[src/bla_params.svh]
// Constants for the byte-lane aligner: masks, limits and timing
`ifndef BLA_PARAMS_SVH
`define BLA_PARAMS_SVH
// Clock period in ns and the shortest bus cycle in clocks
`define BLA_CLK_PERIOD_NS 8
`define BLA_MIN_CYCLE_CLKS 2
// Most bus cycles that may be outstanding at once
`define BLA_MAX_OUTSTANDING 2'h3
// Queue depth and last index
`define BLA_QDEPTH 3
`define BLA_QLAST 2'h2
// Low address bits that must be zero per operand size
`define BLA_AMASK_16 4'h1
`define BLA_AMASK_32 4'h3
`define BLA_AMASK_64 4'h7
`define BLA_AMASK_128 4'hf
// Lane masks for the narrow sizes, lane 0 in bit 0
`define BLA_LMASK_8 8'h01
`define BLA_LMASK_16 8'h03
`define BLA_LMASK_32 8'h0f
`define BLA_LMASK_ALL 8'hff
// Offset inversion pattern used in big-endian mode
`define BLA_LANE_INV 3'h7
// Reset values
`define BLA_RST_BE_N 8'hff
`define BLA_RST_ENDIAN_BIG 1'h0
`endif

[src/bla_pkg.sv]
// Types shared by the byte-lane aligner
package bla_pkg;
	// Operand size of an access
	typedef enum logic [2:0] {
		BLA_SZ8 = 3'h0,
		BLA_SZ16 = 3'h1,
		BLA_SZ32 = 3'h2,
		BLA_SZ64 = 3'h3,
		BLA_SZ128 = 3'h4
	} bla_size_e;
	// Sequencer states, Gray along idle, issue, gap
	typedef enum logic [1:0] {
		BLA_IDLE = 2'h0,
		BLA_ISSUE = 2'h1,
		BLA_GAP = 2'h3
	} bla_state_e;
	// Access request from the core
	typedef struct packed {
		logic [31:0] addr;
		bla_size_e size;
		logic write;
		logic fetch;
		logic dual;
		logic signx;
	} bla_req_s;
	// Per-transfer record kept while a bus cycle is outstanding
	typedef struct packed {
		logic [2:0] lane;
		bla_size_e size;
		logic signx;
		logic write;
		logic second;
	} bla_tag_s;
endpackage

[src/bla_aligner.sv]
// Byte-lane aligner: alignment trap, transfer split, lane steering
// Functional notes
// - A read or write bus cycle can finish in two clocks.
// - Up to three bus cycles may be outstanding at once.
// - Misaligned data load or store traps instead of reaching the bus.
// - 128-bit access aligned only when low four address bits are zero.
// - 64-bit access aligned only on an 8-byte boundary.
// - 32-bit access aligned only when low two address bits are zero.
// - 16-bit access aligned only when lowest address bit is zero.
// - Instruction fetch addresses must have low two bits zero.
// - Dual instruction pair starts on an 8-byte boundary.
// - 64-bit is one bus transfer; 128-bit is two consecutive ones.
// - Narrow reads fetch 64 bits and shift operand down to lane 0.
// - Byte and halfword reads sign-extend to 32 bits.
// - Read cycles assert enables of the operand's byte lanes.
// - Narrow writes shift register data left onto the target lanes.
// - Shift and enables come from address low bits, size and endian mode.
// - Upper 29 address bits select the 64-bit word.
// - Big-endian mode XORs the byte offset with 7, 6 or 4 for one, two or four bytes.
// - Little-endian offset zero maps to lane 0 and enable 0.
// - Instruction fetches always use little-endian addressing.
// - Data endian resets little; only supervisor may switch it.
`timescale 1ns/100ps
`include "bla_params.svh"

module bla_aligner (
	// Clock, reset and enable
	input wire logic clock,
	input wire logic rst_n,
	input wire logic clk_en,
	// Core request
	input wire logic req_valid,
	input wire bla_pkg::bla_req_s req,
	input wire logic [127:0] req_wdata,
	output logic req_ready,
	output logic trap,
	output logic trap_fetch,
	// Endian mode control
	input wire logic endian_wr,
	input wire logic endian_big_in,
	input wire logic supervisor,
	output logic endian_big,
	// Bus cycle start toward the cycle controller
	output logic xfer_start,
	output logic xfer_write,
	output logic [28:0] word_address_bus,
	output logic [7:0] byte_lane_enable_n,
	output logic [63:0] wide_data_bus_out,
	output logic wide_data_bus_oe,
	// Bus cycle completion from the cycle controller
	input wire logic xfer_done,
	input wire logic [63:0] wide_data_bus_in,
	input wire logic cache_fill_enable_n,
	// Results toward the core
	output logic rd_valid,
	output logic rd_second,
	output logic [63:0] rd_data,
	output logic [63:0] rd_line,
	output logic rd_cacheable,
	output logic wr_done
);

	// Bytes covered by a narrow operand, as a lane mask
	function automatic logic [7:0] f_lmask(input bla_pkg::bla_size_e sz);
		case (sz)
			bla_pkg::BLA_SZ8: f_lmask = `BLA_LMASK_8;
			bla_pkg::BLA_SZ16: f_lmask = `BLA_LMASK_16;
			bla_pkg::BLA_SZ32: f_lmask = `BLA_LMASK_32;
			default: f_lmask = `BLA_LMASK_ALL;
		endcase
	endfunction

	// Low address bits that must be zero for a size
	function automatic logic [3:0] f_amask(input bla_pkg::bla_size_e sz);
		case (sz)
			bla_pkg::BLA_SZ16: f_amask = `BLA_AMASK_16;
			bla_pkg::BLA_SZ32: f_amask = `BLA_AMASK_32;
			bla_pkg::BLA_SZ64: f_amask = `BLA_AMASK_64;
			bla_pkg::BLA_SZ128: f_amask = `BLA_AMASK_128;
			default: f_amask = 4'h0;
		endcase
	endfunction

	// Size that alignment and lanes use; fetches ignore the size field
	function automatic bla_pkg::bla_size_e f_esize(input logic fetch, input logic dual,
			input bla_pkg::bla_size_e sz);
		if (!fetch) begin
			f_esize = sz;
		end else if (dual) begin
			f_esize = bla_pkg::BLA_SZ64;
		end else begin
			f_esize = bla_pkg::BLA_SZ32;
		end
	endfunction

	// Lane of the operand's least significant byte
	function automatic logic [2:0] f_lane(input logic [2:0] a,
			input bla_pkg::bla_size_e sz, input logic big);
		logic [7:0] lm;
		logic [2:0] inv;
		// Flip pattern is 8-N: 7, 6 and 4 for one, two and four bytes
		lm = f_lmask(sz);
		inv = `BLA_LANE_INV & ~{1'h0, lm[2:1]};
		if (sz == bla_pkg::BLA_SZ64 || sz == bla_pkg::BLA_SZ128) begin
			f_lane = 3'h0;
		end else if (big) begin
			f_lane = a ^ inv;
		end else begin
			f_lane = a;
		end
	endfunction

	// Active-low enables for an operand at a lane
	function automatic logic [7:0] f_be_n(input logic [2:0] k,
			input bla_pkg::bla_size_e sz);
		f_be_n = ~(f_lmask(sz) << k);
	endfunction

	// Sequencer and request state
	bla_pkg::bla_state_e state_r, state_nxt;
	bla_pkg::bla_req_s op_r;
	logic [127:0] wdata_r;
	logic half_r;
	logic endian_big_r;

	// Outstanding-cycle queue
	bla_pkg::bla_tag_s tag_q [`BLA_QDEPTH];
	logic [1:0] wptr_r, rptr_r, cnt_r;

	// Output registers
	logic req_ready_r, trap_r, trap_fetch_r;
	logic xfer_start_r, xfer_write_r, oe_r;
	logic [28:0] word_r;
	logic [7:0] be_n_r;
	logic [63:0] dout_r;
	logic rd_valid_r, rd_second_r, rd_cacheable_r, wr_done_r;
	logic [63:0] rd_data_r, rd_line_r;

	// Request decode: effective size, endian and alignment
	wire bla_pkg::bla_size_e chk_size = f_esize(req.fetch, req.dual, req.size);
	wire misaligned = (req.addr[3:0] & f_amask(chk_size)) != 4'h0;
	wire accept = clk_en && req_valid && req_ready_r && state_r == bla_pkg::BLA_IDLE;
	wire take = accept && !misaligned;
	wire op_big = endian_big_r && !op_r.fetch;
	wire bla_pkg::bla_size_e op_size = f_esize(op_r.fetch, op_r.dual, op_r.size);

	// Transfer being issued: lane, enables, word and data
	wire is_quad = op_size == bla_pkg::BLA_SZ128;
	wire [2:0] iss_lane = f_lane(op_r.addr[2:0], op_size, op_big);
	wire [7:0] iss_be_n = f_be_n(iss_lane, op_size);
	wire [28:0] iss_word = op_r.addr[31:3] | {28'h0, half_r};
	wire [63:0] iss_low = half_r ? wdata_r[127:64] : wdata_r[63:0];
	wire [63:0] iss_data = iss_low << {iss_lane, 3'h0};
	wire room = cnt_r != `BLA_MAX_OUTSTANDING;
	wire start = clk_en && state_r == bla_pkg::BLA_ISSUE && room;
	wire last = !is_quad || half_r;

	// Completion decode: pop the oldest tag and align its data
	wire pop = clk_en && xfer_done && cnt_r != 2'h0;
	wire bla_pkg::bla_tag_s head = tag_q[rptr_r];
	wire [63:0] shifted = wide_data_bus_in >> {head.lane, 3'h0};
	wire sx8 = head.signx && shifted[7];
	wire sx16 = head.signx && shifted[15];
	wire [31:0] ext8 = {{24{sx8}}, shifted[7:0]};
	wire [31:0] ext16 = {{16{sx16}}, shifted[15:0]};
	wire [63:0] aligned_rd =
		head.size == bla_pkg::BLA_SZ8 ? {32'h0, ext8} :
		head.size == bla_pkg::BLA_SZ16 ? {32'h0, ext16} :
		head.size == bla_pkg::BLA_SZ32 ? {32'h0, shifted[31:0]} :
		wide_data_bus_in;

	// Queue occupancy after this cycle's start and pop
	wire [1:0] cnt_nxt = cnt_r + {1'h0, start} - {1'h0, pop};

	// Next state: issue spaced by one gap clock, quad issues twice
	always_comb begin
		state_nxt = state_r;
		case (state_r)
			bla_pkg::BLA_IDLE: begin
				if (take) begin
					state_nxt = bla_pkg::BLA_ISSUE;
				end
			end
			bla_pkg::BLA_ISSUE: begin
				if (start) begin
					state_nxt = bla_pkg::BLA_GAP;
				end
			end
			bla_pkg::BLA_GAP: begin
				state_nxt = half_r ? bla_pkg::BLA_ISSUE : bla_pkg::BLA_IDLE;
			end
			default: begin
				state_nxt = bla_pkg::BLA_IDLE;
			end
		endcase
		if (!clk_en) begin
			state_nxt = state_r;
		end
	end

	// Sequencer state and ready flag
	always_ff @(posedge clock or negedge rst_n) begin
		if (!rst_n) begin
			state_r <= bla_pkg::BLA_IDLE;
			req_ready_r <= 1'h0;
		end else if (clk_en) begin
			state_r <= state_nxt;
			req_ready_r <= state_nxt == bla_pkg::BLA_IDLE;
		end
	end

	// Latch an accepted aligned request
	always_ff @(posedge clock or negedge rst_n) begin
		if (!rst_n) begin
			op_r <= '0;
			wdata_r <= 128'h0;
		end else if (take) begin
			op_r <= req;
			wdata_r <= req_wdata;
		end
	end

	// Half flag: set after the low word of a quad is issued
	always_ff @(posedge clock or negedge rst_n) begin
		if (!rst_n) begin
			half_r <= 1'h0;
		end else if (take) begin
			half_r <= 1'h0;
		end else if (start) begin
			half_r <= !last;
		end
	end

	// Trap pulse on a misaligned access
	always_ff @(posedge clock or negedge rst_n) begin
		if (!rst_n) begin
			trap_r <= 1'h0;
			trap_fetch_r <= 1'h0;
		end else if (clk_en) begin
			trap_r <= accept && misaligned;
			trap_fetch_r <= accept && misaligned && req.fetch;
		end
	end

	// Endian mode, changed only from supervisor level
	always_ff @(posedge clock or negedge rst_n) begin
		if (!rst_n) begin
			endian_big_r <= `BLA_RST_ENDIAN_BIG;
		end else if (clk_en && endian_wr && supervisor) begin
			endian_big_r <= endian_big_in;
		end
	end

	// Bus transfer outputs; start pulses one clock, the rest held until the next start
	always_ff @(posedge clock or negedge rst_n) begin
		if (!rst_n) begin
			xfer_start_r <= 1'h0;
			xfer_write_r <= 1'h0;
			word_r <= 29'h0;
			be_n_r <= `BLA_RST_BE_N;
			dout_r <= 64'h0;
		end else if (clk_en) begin
			xfer_start_r <= start;
			if (start) begin
				xfer_write_r <= op_r.write;
				word_r <= iss_word;
				be_n_r <= iss_be_n;
				dout_r <= iss_data;
			end
		end
	end

	// Data bus drive: on from a write start until a read start or the queue drains
	always_ff @(posedge clock or negedge rst_n) begin
		if (!rst_n) begin
			oe_r <= 1'h0;
		end else if (clk_en) begin
			if (start) begin
				oe_r <= op_r.write;
			end else if (cnt_nxt == 2'h0) begin
				oe_r <= 1'h0;
			end
		end
	end

	// Queue pointers and count of outstanding cycles
	always_ff @(posedge clock or negedge rst_n) begin
		if (!rst_n) begin
			wptr_r <= 2'h0;
			rptr_r <= 2'h0;
			cnt_r <= 2'h0;
		end else if (clk_en) begin
			cnt_r <= cnt_nxt;
			if (start) begin
				wptr_r <= wptr_r == `BLA_QLAST ? 2'h0 : wptr_r + 2'h1;
			end
			if (pop) begin
				rptr_r <= rptr_r == `BLA_QLAST ? 2'h0 : rptr_r + 2'h1;
			end
		end
	end

	// Queue storage, written at each start
	always_ff @(posedge clock) begin
		if (start) begin
			tag_q[wptr_r] <= '{lane: iss_lane, size: op_size,
				signx: op_r.signx, write: op_r.write, second: half_r};
		end
	end

	// Completion results; the raw line keeps all eight lanes
	always_ff @(posedge clock or negedge rst_n) begin
		if (!rst_n) begin
			rd_valid_r <= 1'h0;
			rd_second_r <= 1'h0;
			rd_cacheable_r <= 1'h0;
			wr_done_r <= 1'h0;
			rd_data_r <= 64'h0;
			rd_line_r <= 64'h0;
		end else if (clk_en) begin
			rd_valid_r <= pop && !head.write;
			wr_done_r <= pop && head.write;
			if (pop && !head.write) begin
				rd_second_r <= head.second;
				rd_data_r <= aligned_rd;
				rd_line_r <= wide_data_bus_in;
				rd_cacheable_r <= !cache_fill_enable_n;
			end
		end
	end

	// Ports straight from flip-flops
	assign req_ready = req_ready_r;
	assign trap = trap_r;
	assign trap_fetch = trap_fetch_r;
	assign endian_big = endian_big_r;
	assign xfer_start = xfer_start_r;
	assign xfer_write = xfer_write_r;
	assign word_address_bus = word_r;
	assign byte_lane_enable_n = be_n_r;
	assign wide_data_bus_out = dout_r;
	assign wide_data_bus_oe = oe_r;
	assign rd_valid = rd_valid_r;
	assign rd_second = rd_second_r;
	assign rd_data = rd_data_r;
	assign rd_line = rd_line_r;
	assign rd_cacheable = rd_cacheable_r;
	assign wr_done = wr_done_r;

endmodule

[config.mk]
export PLATFORM = sky130hd
export DESIGN_NAME = bla_aligner
export DESIGN_NICKNAME = d
export VERILOG_FILES = /design/src/bla_pkg.sv /design/src/bla_aligner.sv
export VERILOG_INCLUDE_DIRS = /design/src /design/src/src
export SDC_FILE = /design/constraint.sdc
export NUM_CORES = 1
export LEC_CHECK = 0
export BUFFER_PORTS_ARGS = -buffer_cell sky130_fd_sc_hd__buf_2
export CORE_MARGIN = 4
export CORE_UTILIZATION = 30
export CTS_BUF_LIST = sky130_fd_sc_hd__clkbuf_4
export DETAILED_ROUTE_END_ITERATION = 10
export HOLD_SLACK_MARGIN = 0.1
export SYNTH_ARGS = -nofsm -noshare
export SYNTH_HDL_FRONTEND = slang
export SYNTH_SLANG_ARGS = --single-unit
[constraint.sdc]
create_clock -name clock -period 2.97 [get_ports clock]
set_input_delay 0.594 -clock clock [delete_from_list [all_inputs] [get_ports clock]]
set_output_delay 0.594 -clock clock [all_outputs]
set_load 0.05 [all_outputs]
==> results of run 1 <==
## logic make-up (layout without fill, tap and decap cells)
| logic type | Yosys count | after routing | share of synthesized area [%] |
|---|---|---|---|
| compound gates | 320 | 320 | 10.4 |
| mux | 381 | 381 | 20.4 |
| buf+inv | 127 | 1036 | 2.69 |
| flops | 443 | 443 | 55.3 |
| simple gates | 538 | 538 | 10.8 |
| xor+xnor | 6 | 6 | 0.259 |
| fa+ha+maj | 2 | 2 | 0.123 |
| other cells | 0 | 1 | 0 |
## sequential cells by signal (all words and copies together) (netlist names), 2 cells and up
| register | flops |
|---|---|
| op_r | 39 |
| rd_line | 64 |
| rptr_r | 2 |
| byte_lane_enable_n | 8 |
| wptr_r | 2 |
| cnt_r | 2 |
| wide_data_bus_out | 64 |
| wdata_r | 128 |
| tag_q | 27 |
| state_r | 2 |
| word_address_bus | 29 |
| rd_data | 64 |
## repair_timing
action,4_1_cts,5_1_grt
hold buffers,236,0
endpoints found under the hold margin,415,0
resized for setup,0,1
endpoints found under the setup margin,0,11
## stage by stage
step | util, % | std cells | worst slack (ps) | cell area [um^2] | hold slack [ps]
2_1_floorplan | - | 1817 | 48.6 | 20300 | 298
3_3_place_gp | 36.1 | 3148 | 77.3 | 24200 | 440
6_report | 41.9 | 3600 | 212 | 28100 | 208
5_1_grt | 41.9 | 3600 | 37.5 | 28100 | 148
3_5_place_dp | 36.1 | 3148 | 65.8 | 24200 | 449
4_1_cts | 41.8 | 3599 | 54.7 | 28100 | 102
## critical path, cell delays in order (launching register included)
cell and delay (ps):
dfrtp_1 430, or4b_4 610, o21ai_0 390, nand2_2 270
or3_1 590, o21ai_0 250, or3_1 140
## worst min path at each step
stage               startpoint                   end  depth (start not counted)
detailed placement    op_r[22]  word_address_bus[12]                          2
global placement      op_r[34]  word_address_bus[24]                          2
floorplan                rst_n              cnt_r[0]                          0
CTS                 supervisor            endian_big                          3
global route        supervisor            endian_big                          3
finish              supervisor            endian_big                          3
## layout make-up
cell class,count,area (um^2)
multi-input cells,1247,8600
clock buffers,167,1250
fillers,6366,39100
flip-flops and latches,443,11200
repair buffers,813,5640
diodes,1,2.50
inverters,8,32.5
well taps,873,1090
clock inverters,48,250
## layer usage
metal / track usage, % / vias to the layer above / part of all wire, %
met3: 5.90 / 197 / 8.1
li1: - / 8218 / -
met2: 37.3 / 824 / 49
met1: 24.9 / 8969 / 38
met4: 9.87 / 0 / 4.6
met5: 0 / - / 0
## power groups by stage
stage                     combinational (mW)  clock (mW)  sequential, mW
final                                   17.8        5.42            10.8
after global routing                    18.9        5.92            11.0
after CTS                               17.8        5.63            10.8
after detailed placement                17.5           0            10.9
after global placement                  17.4           0            10.8
after floorplan                         7.40           0            14.9
## cells in the mapped netlist, types with 6 or more instances
cell type,n
nand2_1,415
dfrtp_1,408
mux2_2,190
mux2i_1,184
o21ai_0,101
clkbuf_1,81
nor2_1,50
o22ai_1,48
a31oi_1,27
edfxtp_1,27
a22oi_1,25
o221ai_1,22
o211ai_1,21
buf_2,19
nand3_1,17
a21oi_1,13
nor3_1,13
a22o_1,10
buf_1,10
or3_1,9
a211o_1,8
dfstp_2,8
a21o_1,7
mux4_2,7
nand2b_1,7
a32oi_1,6
inv_1,6
o21a_1,6
==> flow_metrics.tcl, run 1 <==
set metrics [dict create \
    cellInternalPower_mw 17.3 \
    cts_setup_buffers 0 \
    hold_viol 0 \
    numCtsBuffers 119 \
    io_pins 480 \
    end_kind "flop" \
    gp_congestion 0.930 \
    first_iter_violations 1301 \
    arrival_ps 3600 \
    antenna_found_initial 1 \
    fmax_ghz 0.363 \
    pwr-share-seq_pct 31.7 \
    r2r_slack_ps 210 \
    cp-startpoint "op_r[5]" \
    synth_area_leader_cell "dfrtp_1" \
    min_period_ps 2760 \
    wl_per_cell_um 22.2 \
    finalSetupViolations 0 \
    insertion_delay_ps 910 \
    yosysSeqAreaShare_pct 55.3 \
    ir_drop_uv 707 \
    io_buffers 479 \
    ys_ff_latch 443 \
    grt_use_total_pct 21.6 \
    design.die.area_um2 71900 \
    sw_frac_of_total_pct 49.3 \
    synth_area_um2 20300 \
    syn2layout_area_growth_pct 38.4 \
    cts.sink_count 443 \
    synthArstFlopShare_pct 93.9 \
    r2r_end "wide_data_bus_out[48]" \
    final_nets 2874 \
    ys_warn_count 0 \
    synth_top_area_share_pct 50.3 \
    grt_max_degree 73 \
    fin_skew_ps 62.3 \
    start_kind "flop" \
    power_leakage_nw 13.6 \
    initial_core_util_pct 30.2 \
    grt_pass1_vias 19100 \
    htreeDepth 3 \
    antenna_left 0 \
    r2r_cells 6 \
    synth_edf_count 27 \
    setup.worst_path.class "flop to flop" \
    layout_common_cells "buf_2 (478), nand2_1 (414), dfrtp_1 (407), dlygate4sd3_1 (236), mux2_2 (190)" \
    synth_area_leaders "dfrtp_1 (50%), mux2_2 (11%), mux2i_1 (9.1%)" \
    mostFrequentLayoutCell "buf_2" \
    maxSlewHeadroom_pct 42.6 \
    grt.overflow.total 0 \
    die_h_um 268 \
    clk_pin_slew_worst_paths_ps 70 \
    vias 18200 \
    finalMaxSlewViolations 0 \
    drive_gt1_share_pct 36.1 \
    ys.flop_type "dfrtp_1" \
    clk_path_buf_depth 3 \
    coreArea_um2 67200 \
    tightest_slew_ps 855 \
    postSynthAreaPerCell_um2 11.2 \
    dp_hpwl_um 58700 \
    syn_inst 1817 \
    worstPathRequired_ps 3810 \
    cts_root_buffer "clkbuf_4" \
    pwr_density_cell_nw_per_um2 1210 \
    path_max_fanout 10 \
    hp-class "primary input to flop" \
    synth.distinct_cells 65 \
    r2r_start "op_r[5]" \
    p_switching_mw 16.8 \
    finalPower_mw 34.1 \
    detail_route.first_pass.iterations 5 \
    viasPerCell 5.06 \
    grt_pass1_wl_um 118000 \
    drc 0 \
    fin_crit_sh_pct 92.9 \
    die_w_um 268 \
    cts_tree "built" \
    cp-endpoint "wide_data_bus_out[48]" \
    p_clk_share_pct 15.9 \
    rsz0062_at_grt "no" \
    tns_ps 0 \
    rows 95 \
    outcome "complete, no violations" \
    drt_wl_total_um 79900 \
    combPwrFrac_pct 52.3 \
    maxCapViolCount 0 \
    synth_fp_nets 2059 \
]
Note: power is estimated with default switching activity, not from simulation.
==> run 2, diff against run 1 <==
--- a/config.mk
+++ b/config.mk
@@ -12,6 +12,7 @@
 export CTS_BUF_LIST = sky130_fd_sc_hd__clkbuf_4
 export DETAILED_ROUTE_END_ITERATION = 10
 export HOLD_SLACK_MARGIN = 0.1
+export PLACE_DENSITY_LB_ADDON = 0.2
 export SYNTH_ARGS = -nofsm -noshare
 export SYNTH_HDL_FRONTEND = slang
 export SYNTH_SLANG_ARGS = --single-unit
==> run 2 against run 1 <==
Net effect:
- setup slack worse by 50 ps
- critical path type unchanged
- sequential power about the same
- critical endpoint is now wide_data_bus_out[51]
- largest power group unchanged
- clock power up 11%
==> flow_metrics.tcl, run 2 (synthesized netlist as in run 1, its figures left out) <==
set metrics [dict create \
    largest_reg_flops 128 \
    pwr_density_cell_nw_per_um2 1220 \
    design.die.area_um2 71900 \
    finalSetupViolations 0 \
    busiest_layer "met2" \
    die_w_um 268 \
    rows 95 \
    drive_gt1_share_pct 36.8 \
    drc 0 \
    antenna_left 0 \
    drt_wl_total_um 80200 \
    maxSlewHeadroom_pct 44.5 \
    cts.sink_count 443 \
    hold_viol 0 \
    initial_core_util_pct 30.2 \
    p_clk_share_pct 17.4 \
    first_iter_violations 1071 \
    hp-class "primary input to asynchronous set/reset pin" \
    dp_cells 3142 \
    fmax_ghz 0.356 \
    use_met3_pct 6.24 \
    ir_drop_uv 508 \
    min_period_ps 2810 \
    finalMaxSlewViolations 0 \
    die_h_um 268 \
    cts_tree "built" \
    viasPerCell 5.00 \
    grt_util_met2_pct 37.4 \
    worstPathRequired_ps 3790 \
    clk_pin_slew_worst_paths_ps 70 \
    max_stage_delay_ps 610 \
    outcome "complete, no violations" \
    instances_no_fill 3612 \
    cts_hold_buf 238 \
    insertion_delay_ps 930 \
    fin_crit_sh_pct 94.6 \
    gp_congestion 0.902 \
    io_pins 480 \
    end_kind "flop" \
    syn2layout_area_growth_pct 39.4 \
    met1_usage_pct 25.6 \
    layout_common_cells "buf_2 (478), nand2_1 (414), dfrtp_1 (407), dlygate4sd3_1 (238), clkbuf_4 (192)" \
    power_leakage_nw 13.7 \
    cts_resized 0 \
    timing.final.ws_setup_ps 161 \
    grt_pass1_vias 18900 \
    cellInternalPower_mw 17.8 \
    combPwrFrac_pct 51.7 \
    sw_frac_of_total_pct 48.5 \
    setup.worst_path.class "flop to flop" \
    antenna_found_initial 3 \
    grt.overflow.total 0 \
    path_max_fanout 21 \
    p_switching_mw 16.8 \
    final_nets 2881 \
    tns_ps 0 \
    largest-register "wdata_r" \
    grt_max_degree 105 \
    wl_per_cell_um 22.2 \
    maxCapViolCount 0 \
    dp_hpwl_um 58100 \
    detail_route.first_pass.iterations 5 \
    pwr-share-seq_pct 30.9 \
    arrival_ps 3630 \
    io_buffers 479 \
    htreeDepth 4 \
    cts_setup_buffers 0 \
    dpl_worst_slack_ps 185 \
    grt_use_total_pct 21.7 \
    cp_cell_sequence "or4b_4 > o21a_1 > o21ai_4 > buf_4 > mux2i_1 > o22ai_1 > or3_1" \
    coreArea_um2 67200 \
    fin_skew_ps 51.4 \
    mostFrequentLayoutCell "buf_2" \
    tightest_slew_ps 809 \
    rsz0062_at_grt "no" \
    crit_slowest_cell "or4b_4" \
    numCtsBuffers 130 \
    vias 18000 \
    grt_pass1_wl_um 118000 \
    start_kind "flop" \
    cts_root_buffer "clkbuf_4" \
    clk_path_buf_depth 3 \
]
## run 2: metal layers
layer	routed length [um]	part of all wire (%)	vias to the layer above
met5	7	0.0087	-
met4	2700	3.4	2
met3	6080	7.6	166
met2	39700	50	727
met1	31700	40	8921
li1	-	-	8232
## run 2: area by class of cell
type / instances / area (um^2)
Fill cell: 6472 / 38900
Multi-Input combinational cell: 1247 / 8590
Clock buffer: 192 / 1440
Tap cell: 873 / 1090
Sequential cell: 443 / 11200
Clock inverter: 38 / 248
Antenna cell: 2 / 5.00
Timing Repair Buffer: 809 / 5660
Inverter: 8 / 32.5
## run 2: metrics by stage
stage                     hold WS [ps]  power [mW]  cell area, um^2  util [%]
after floorplan                    298        22.3            20300         -
after CTS                          147        34.9            28300      42.1
after global routing               213        36.5            28300      42.1
after detailed placement           446        28.4            24200      36.1
after global placement             439        28.2            24200      36.1
final                              254        34.6            28300      42.1
## run 2: final timing paths
path | startpoint | endpoint | slack, ps | cells after the start
worst max-delay path | op_r[5] | wide_data_bus_out[51] | 160 | 7
worst min register to register | op_r[27] | word_address_bus[17] | 460 | 2
worst min-delay path | rst_n | rd_line[60] | 250 | 2
max in group asynchronous | rst_n | wdata_r[64] | 1750 | 3
min in group clock | req_wdata[79] | wdata_r[79] | 410 | 3
worst max register to register | op_r[5] | wide_data_bus_out[51] | 160 | 7
## run 2: power groups by stage
stage / clock, mW / sequential (mW) / combinational (mW)
CTS: 6.26 / 10.7 / 17.9
global placement: 0 / 10.7 / 17.5
floorplan: 0 / 14.9 / 7.40
detailed placement: 0 / 10.8 / 17.6
finish: 6.01 / 10.7 / 17.9
global route: 6.57 / 11.0 / 18.9
## run 2: worst max-delay path: cells and delay by family (launching register included)
| family | cells | cell delay [ps] |
|---|---|---|
| AOI/OAI and AO/OA | 3 | 650 |
| buffers and inverters | 1 | 360 |
| muxes | 1 | 270 |
| DFF | 1 | 440 |
| and+or+nand+nor | 2 | 970 |
==> run 3, diff against run 2 <==
--- a/config.mk
+++ b/config.mk
@@ -7,12 +7,14 @@
 export NUM_CORES = 1
 export LEC_CHECK = 0
 export BUFFER_PORTS_ARGS = -buffer_cell sky130_fd_sc_hd__buf_2
+export CELL_PAD_IN_SITES_DETAIL_PLACEMENT = 0
+export CELL_PAD_IN_SITES_GLOBAL_PLACEMENT = 2
 export CORE_MARGIN = 4
 export CORE_UTILIZATION = 30
 export CTS_BUF_LIST = sky130_fd_sc_hd__clkbuf_4
 export DETAILED_ROUTE_END_ITERATION = 10
 export HOLD_SLACK_MARGIN = 0.1
-export PLACE_DENSITY_LB_ADDON = 0.2
+export PLACE_DENSITY = 0.85
 export SYNTH_ARGS = -nofsm -noshare
 export SYNTH_HDL_FRONTEND = slang
 export SYNTH_SLANG_ARGS = --single-unit
==> run 3 against run 2 <==
Net effect:
- cell count up 0.17%
- sequential cell count unchanged
- largest power group unchanged
- critical path depth unchanged
==> flow_metrics.tcl, run 3 (synthesized netlist as in run 1, its figures left out) <==
set metrics [dict create \
    outcome "complete, no violations" \
    cts_setup_buffers 0 \
    combPwrFrac_pct 52.1 \
    hp-class "primary input to asynchronous set/reset pin" \
    setup.worst_path.class "flop to flop" \
    maxCapViolCount 0 \
    p_switching_mw 16.9 \
    drt_wl_total_um 80800 \
    insertion_delay_ps 950 \
    pwr_density_cell_nw_per_um2 1220 \
    ir_drop_uv 769 \
    largest-register "wdata_r" \
    mostFrequentLayoutCell "buf_2" \
    grt_pass1_wl_um 120000 \
    first_iter_violations 1003 \
    grt_use_total_pct 22.0 \
    drive_gt1_share_pct 36.8 \
    coreArea_um2 67200 \
    antenna_found_initial 5 \
    timing.final.ws_setup_ps 132 \
    drc 0 \
    wl_per_cell_um 22.3 \
    largest_reg_flops 128 \
    layout_common_cells "buf_2 (478), nand2_1 (414), dfrtp_1 (407), dlygate4sd3_1 (239), mux2_2 (190)" \
    path_buf_inv 1 \
    fin_skew_ps 69.2 \
    sw_frac_of_total_pct 48.9 \
    vias 18100 \
    min_period_ps 2840 \
    cp_cell_sequence "or4b_4 > o21a_1 > o21ai_4 > buf_12 > mux2i_1 > mux2i_1 > o211ai_1" \
    end_kind "flop" \
    cts_root_buffer "clkbuf_4" \
    cellInternalPower_mw 17.6 \
    crit_family "multiplexers" \
    finalSetupViolations 0 \
    tightest_slew_ps 678 \
    htreeDepth 4 \
    final_nets 2895 \
    tns_ps 0 \
    rsz0062_at_grt "no" \
    io_pins 480 \
    fin_crit_sh_pct 95.6 \
    grt_pass1_vias 19200 \
    cts_tree "built" \
    gp_congestion 0.869 \
    antenna_left 0 \
    fill_cells 6412 \
    syn2layout_area_growth_pct 39.6 \
    die_h_um 268 \
    dp_cells 3153 \
    pwr-share-seq_pct 31.3 \
    fmax_ghz 0.352 \
    start_kind "flop" \
    dpl_worst_slack_ps 13.8 \
    detail_route.first_pass.iterations 5 \
    grt.overflow.total 0 \
    power_leakage_nw 13.7 \
    fin_area_um2 28300 \
    dp_hpwl_um 58600 \
    path_max_fanout 45 \
    numCtsBuffers 132 \
    io_buffers 479 \
    rows 95 \
    place_area_um2 24300 \
    die_w_um 268 \
    design.die.area_um2 71900 \
    maxSlewHeadroom_pct 54.8 \
    hold-worst-slack_ps 228 \
    clk_path_buf_depth 3 \
    worstPathRequired_ps 3800 \
    initial_core_util_pct 30.2 \
    viasPerCell 5.00 \
    critPathMostFrequentCell "mux2i_1" \
    max_stage_delay_ps 590 \
    arrival_ps 3670 \
    cts.sink_count 443 \
    clk_pin_slew_worst_paths_ps 70 \
    finalMaxSlewViolations 0 \
    hold_viol 0 \
    instances_no_fill 3618 \
    grt_max_degree 74 \
    p_clk_share_pct 16.7 \
    crit_slowest_cell "or4b_4" \
]
-- run 3: layout make-up --
cell class | instances | area, um^2 | area share [%]
Timing Repair Buffer | 821 | 5770 | 20.4
Sequential cell | 443 | 11200 | 39.6
Clock inverter | 39 | 238 | 0.839
Clock buffer | 180 | 1350 | 4.77
Inverter | 8 | 32.5 | 0.115
Tap cell | 873 | 1090 | 3.85
Antenna cell | 7 | 17.5 | 0.0618
Multi-Input combinational cell | 1247 | 8600 | 30.3
-- run 3: metrics by stage --
stage               power (mW)  util, %
floorplan                 22.3        -
global placement          28.3     36.2
detailed placement        28.5     36.2
CTS                       34.7     42.2
global route              36.4     42.2
finish                    34.5     42.2
-- run 3: worst paths after layout --
kind,start,end,slack [ps],cells past startpoint
worst min register to register,op_r[16],word_address_bus[6],460,2
worst max-delay path,op_r[5],wide_data_bus_out[56],130,7
max in group asynchronous,rst_n,wdata_r[31],1800,3
worst min-delay path,rst_n,rd_line[11],230,2
min in group clock,cache_fill_enable_n,rd_cacheable,380,3
worst max register to register,op_r[5],wide_data_bus_out[56],130,7
-- run 3: what timing repair did --
action	CTS	global route
setup endpoints to repair	1	2
pin swaps	0	0
endpoints found under the hold margin	547	0
resized for setup	1	1
hold buffers	239	0
-- run 3: metal layers --
metal | vias up | part of all wire, % | global-route usage (%)
met3 | 161 | 7.5 | 6.67
met2 | 717 | 50 | 38.8
met4 | 2 | 3.0 | 7.44
met5 | - | 0.040 | 0
met1 | 8959 | 39 | 25.5
li1 | 8252 | - | -
-- run 3: power by group through the flow --
stage	registers (mW)	clock network, mW	logic (mW)
5_1_grt	11.0	6.32	19.1
3_5_place_dp	10.9	0	17.7
2_1_floorplan	14.9	0	7.40
6_report	10.8	5.75	17.9
3_3_place_gp	10.8	0	17.5
4_1_cts	10.8	5.98	18.0
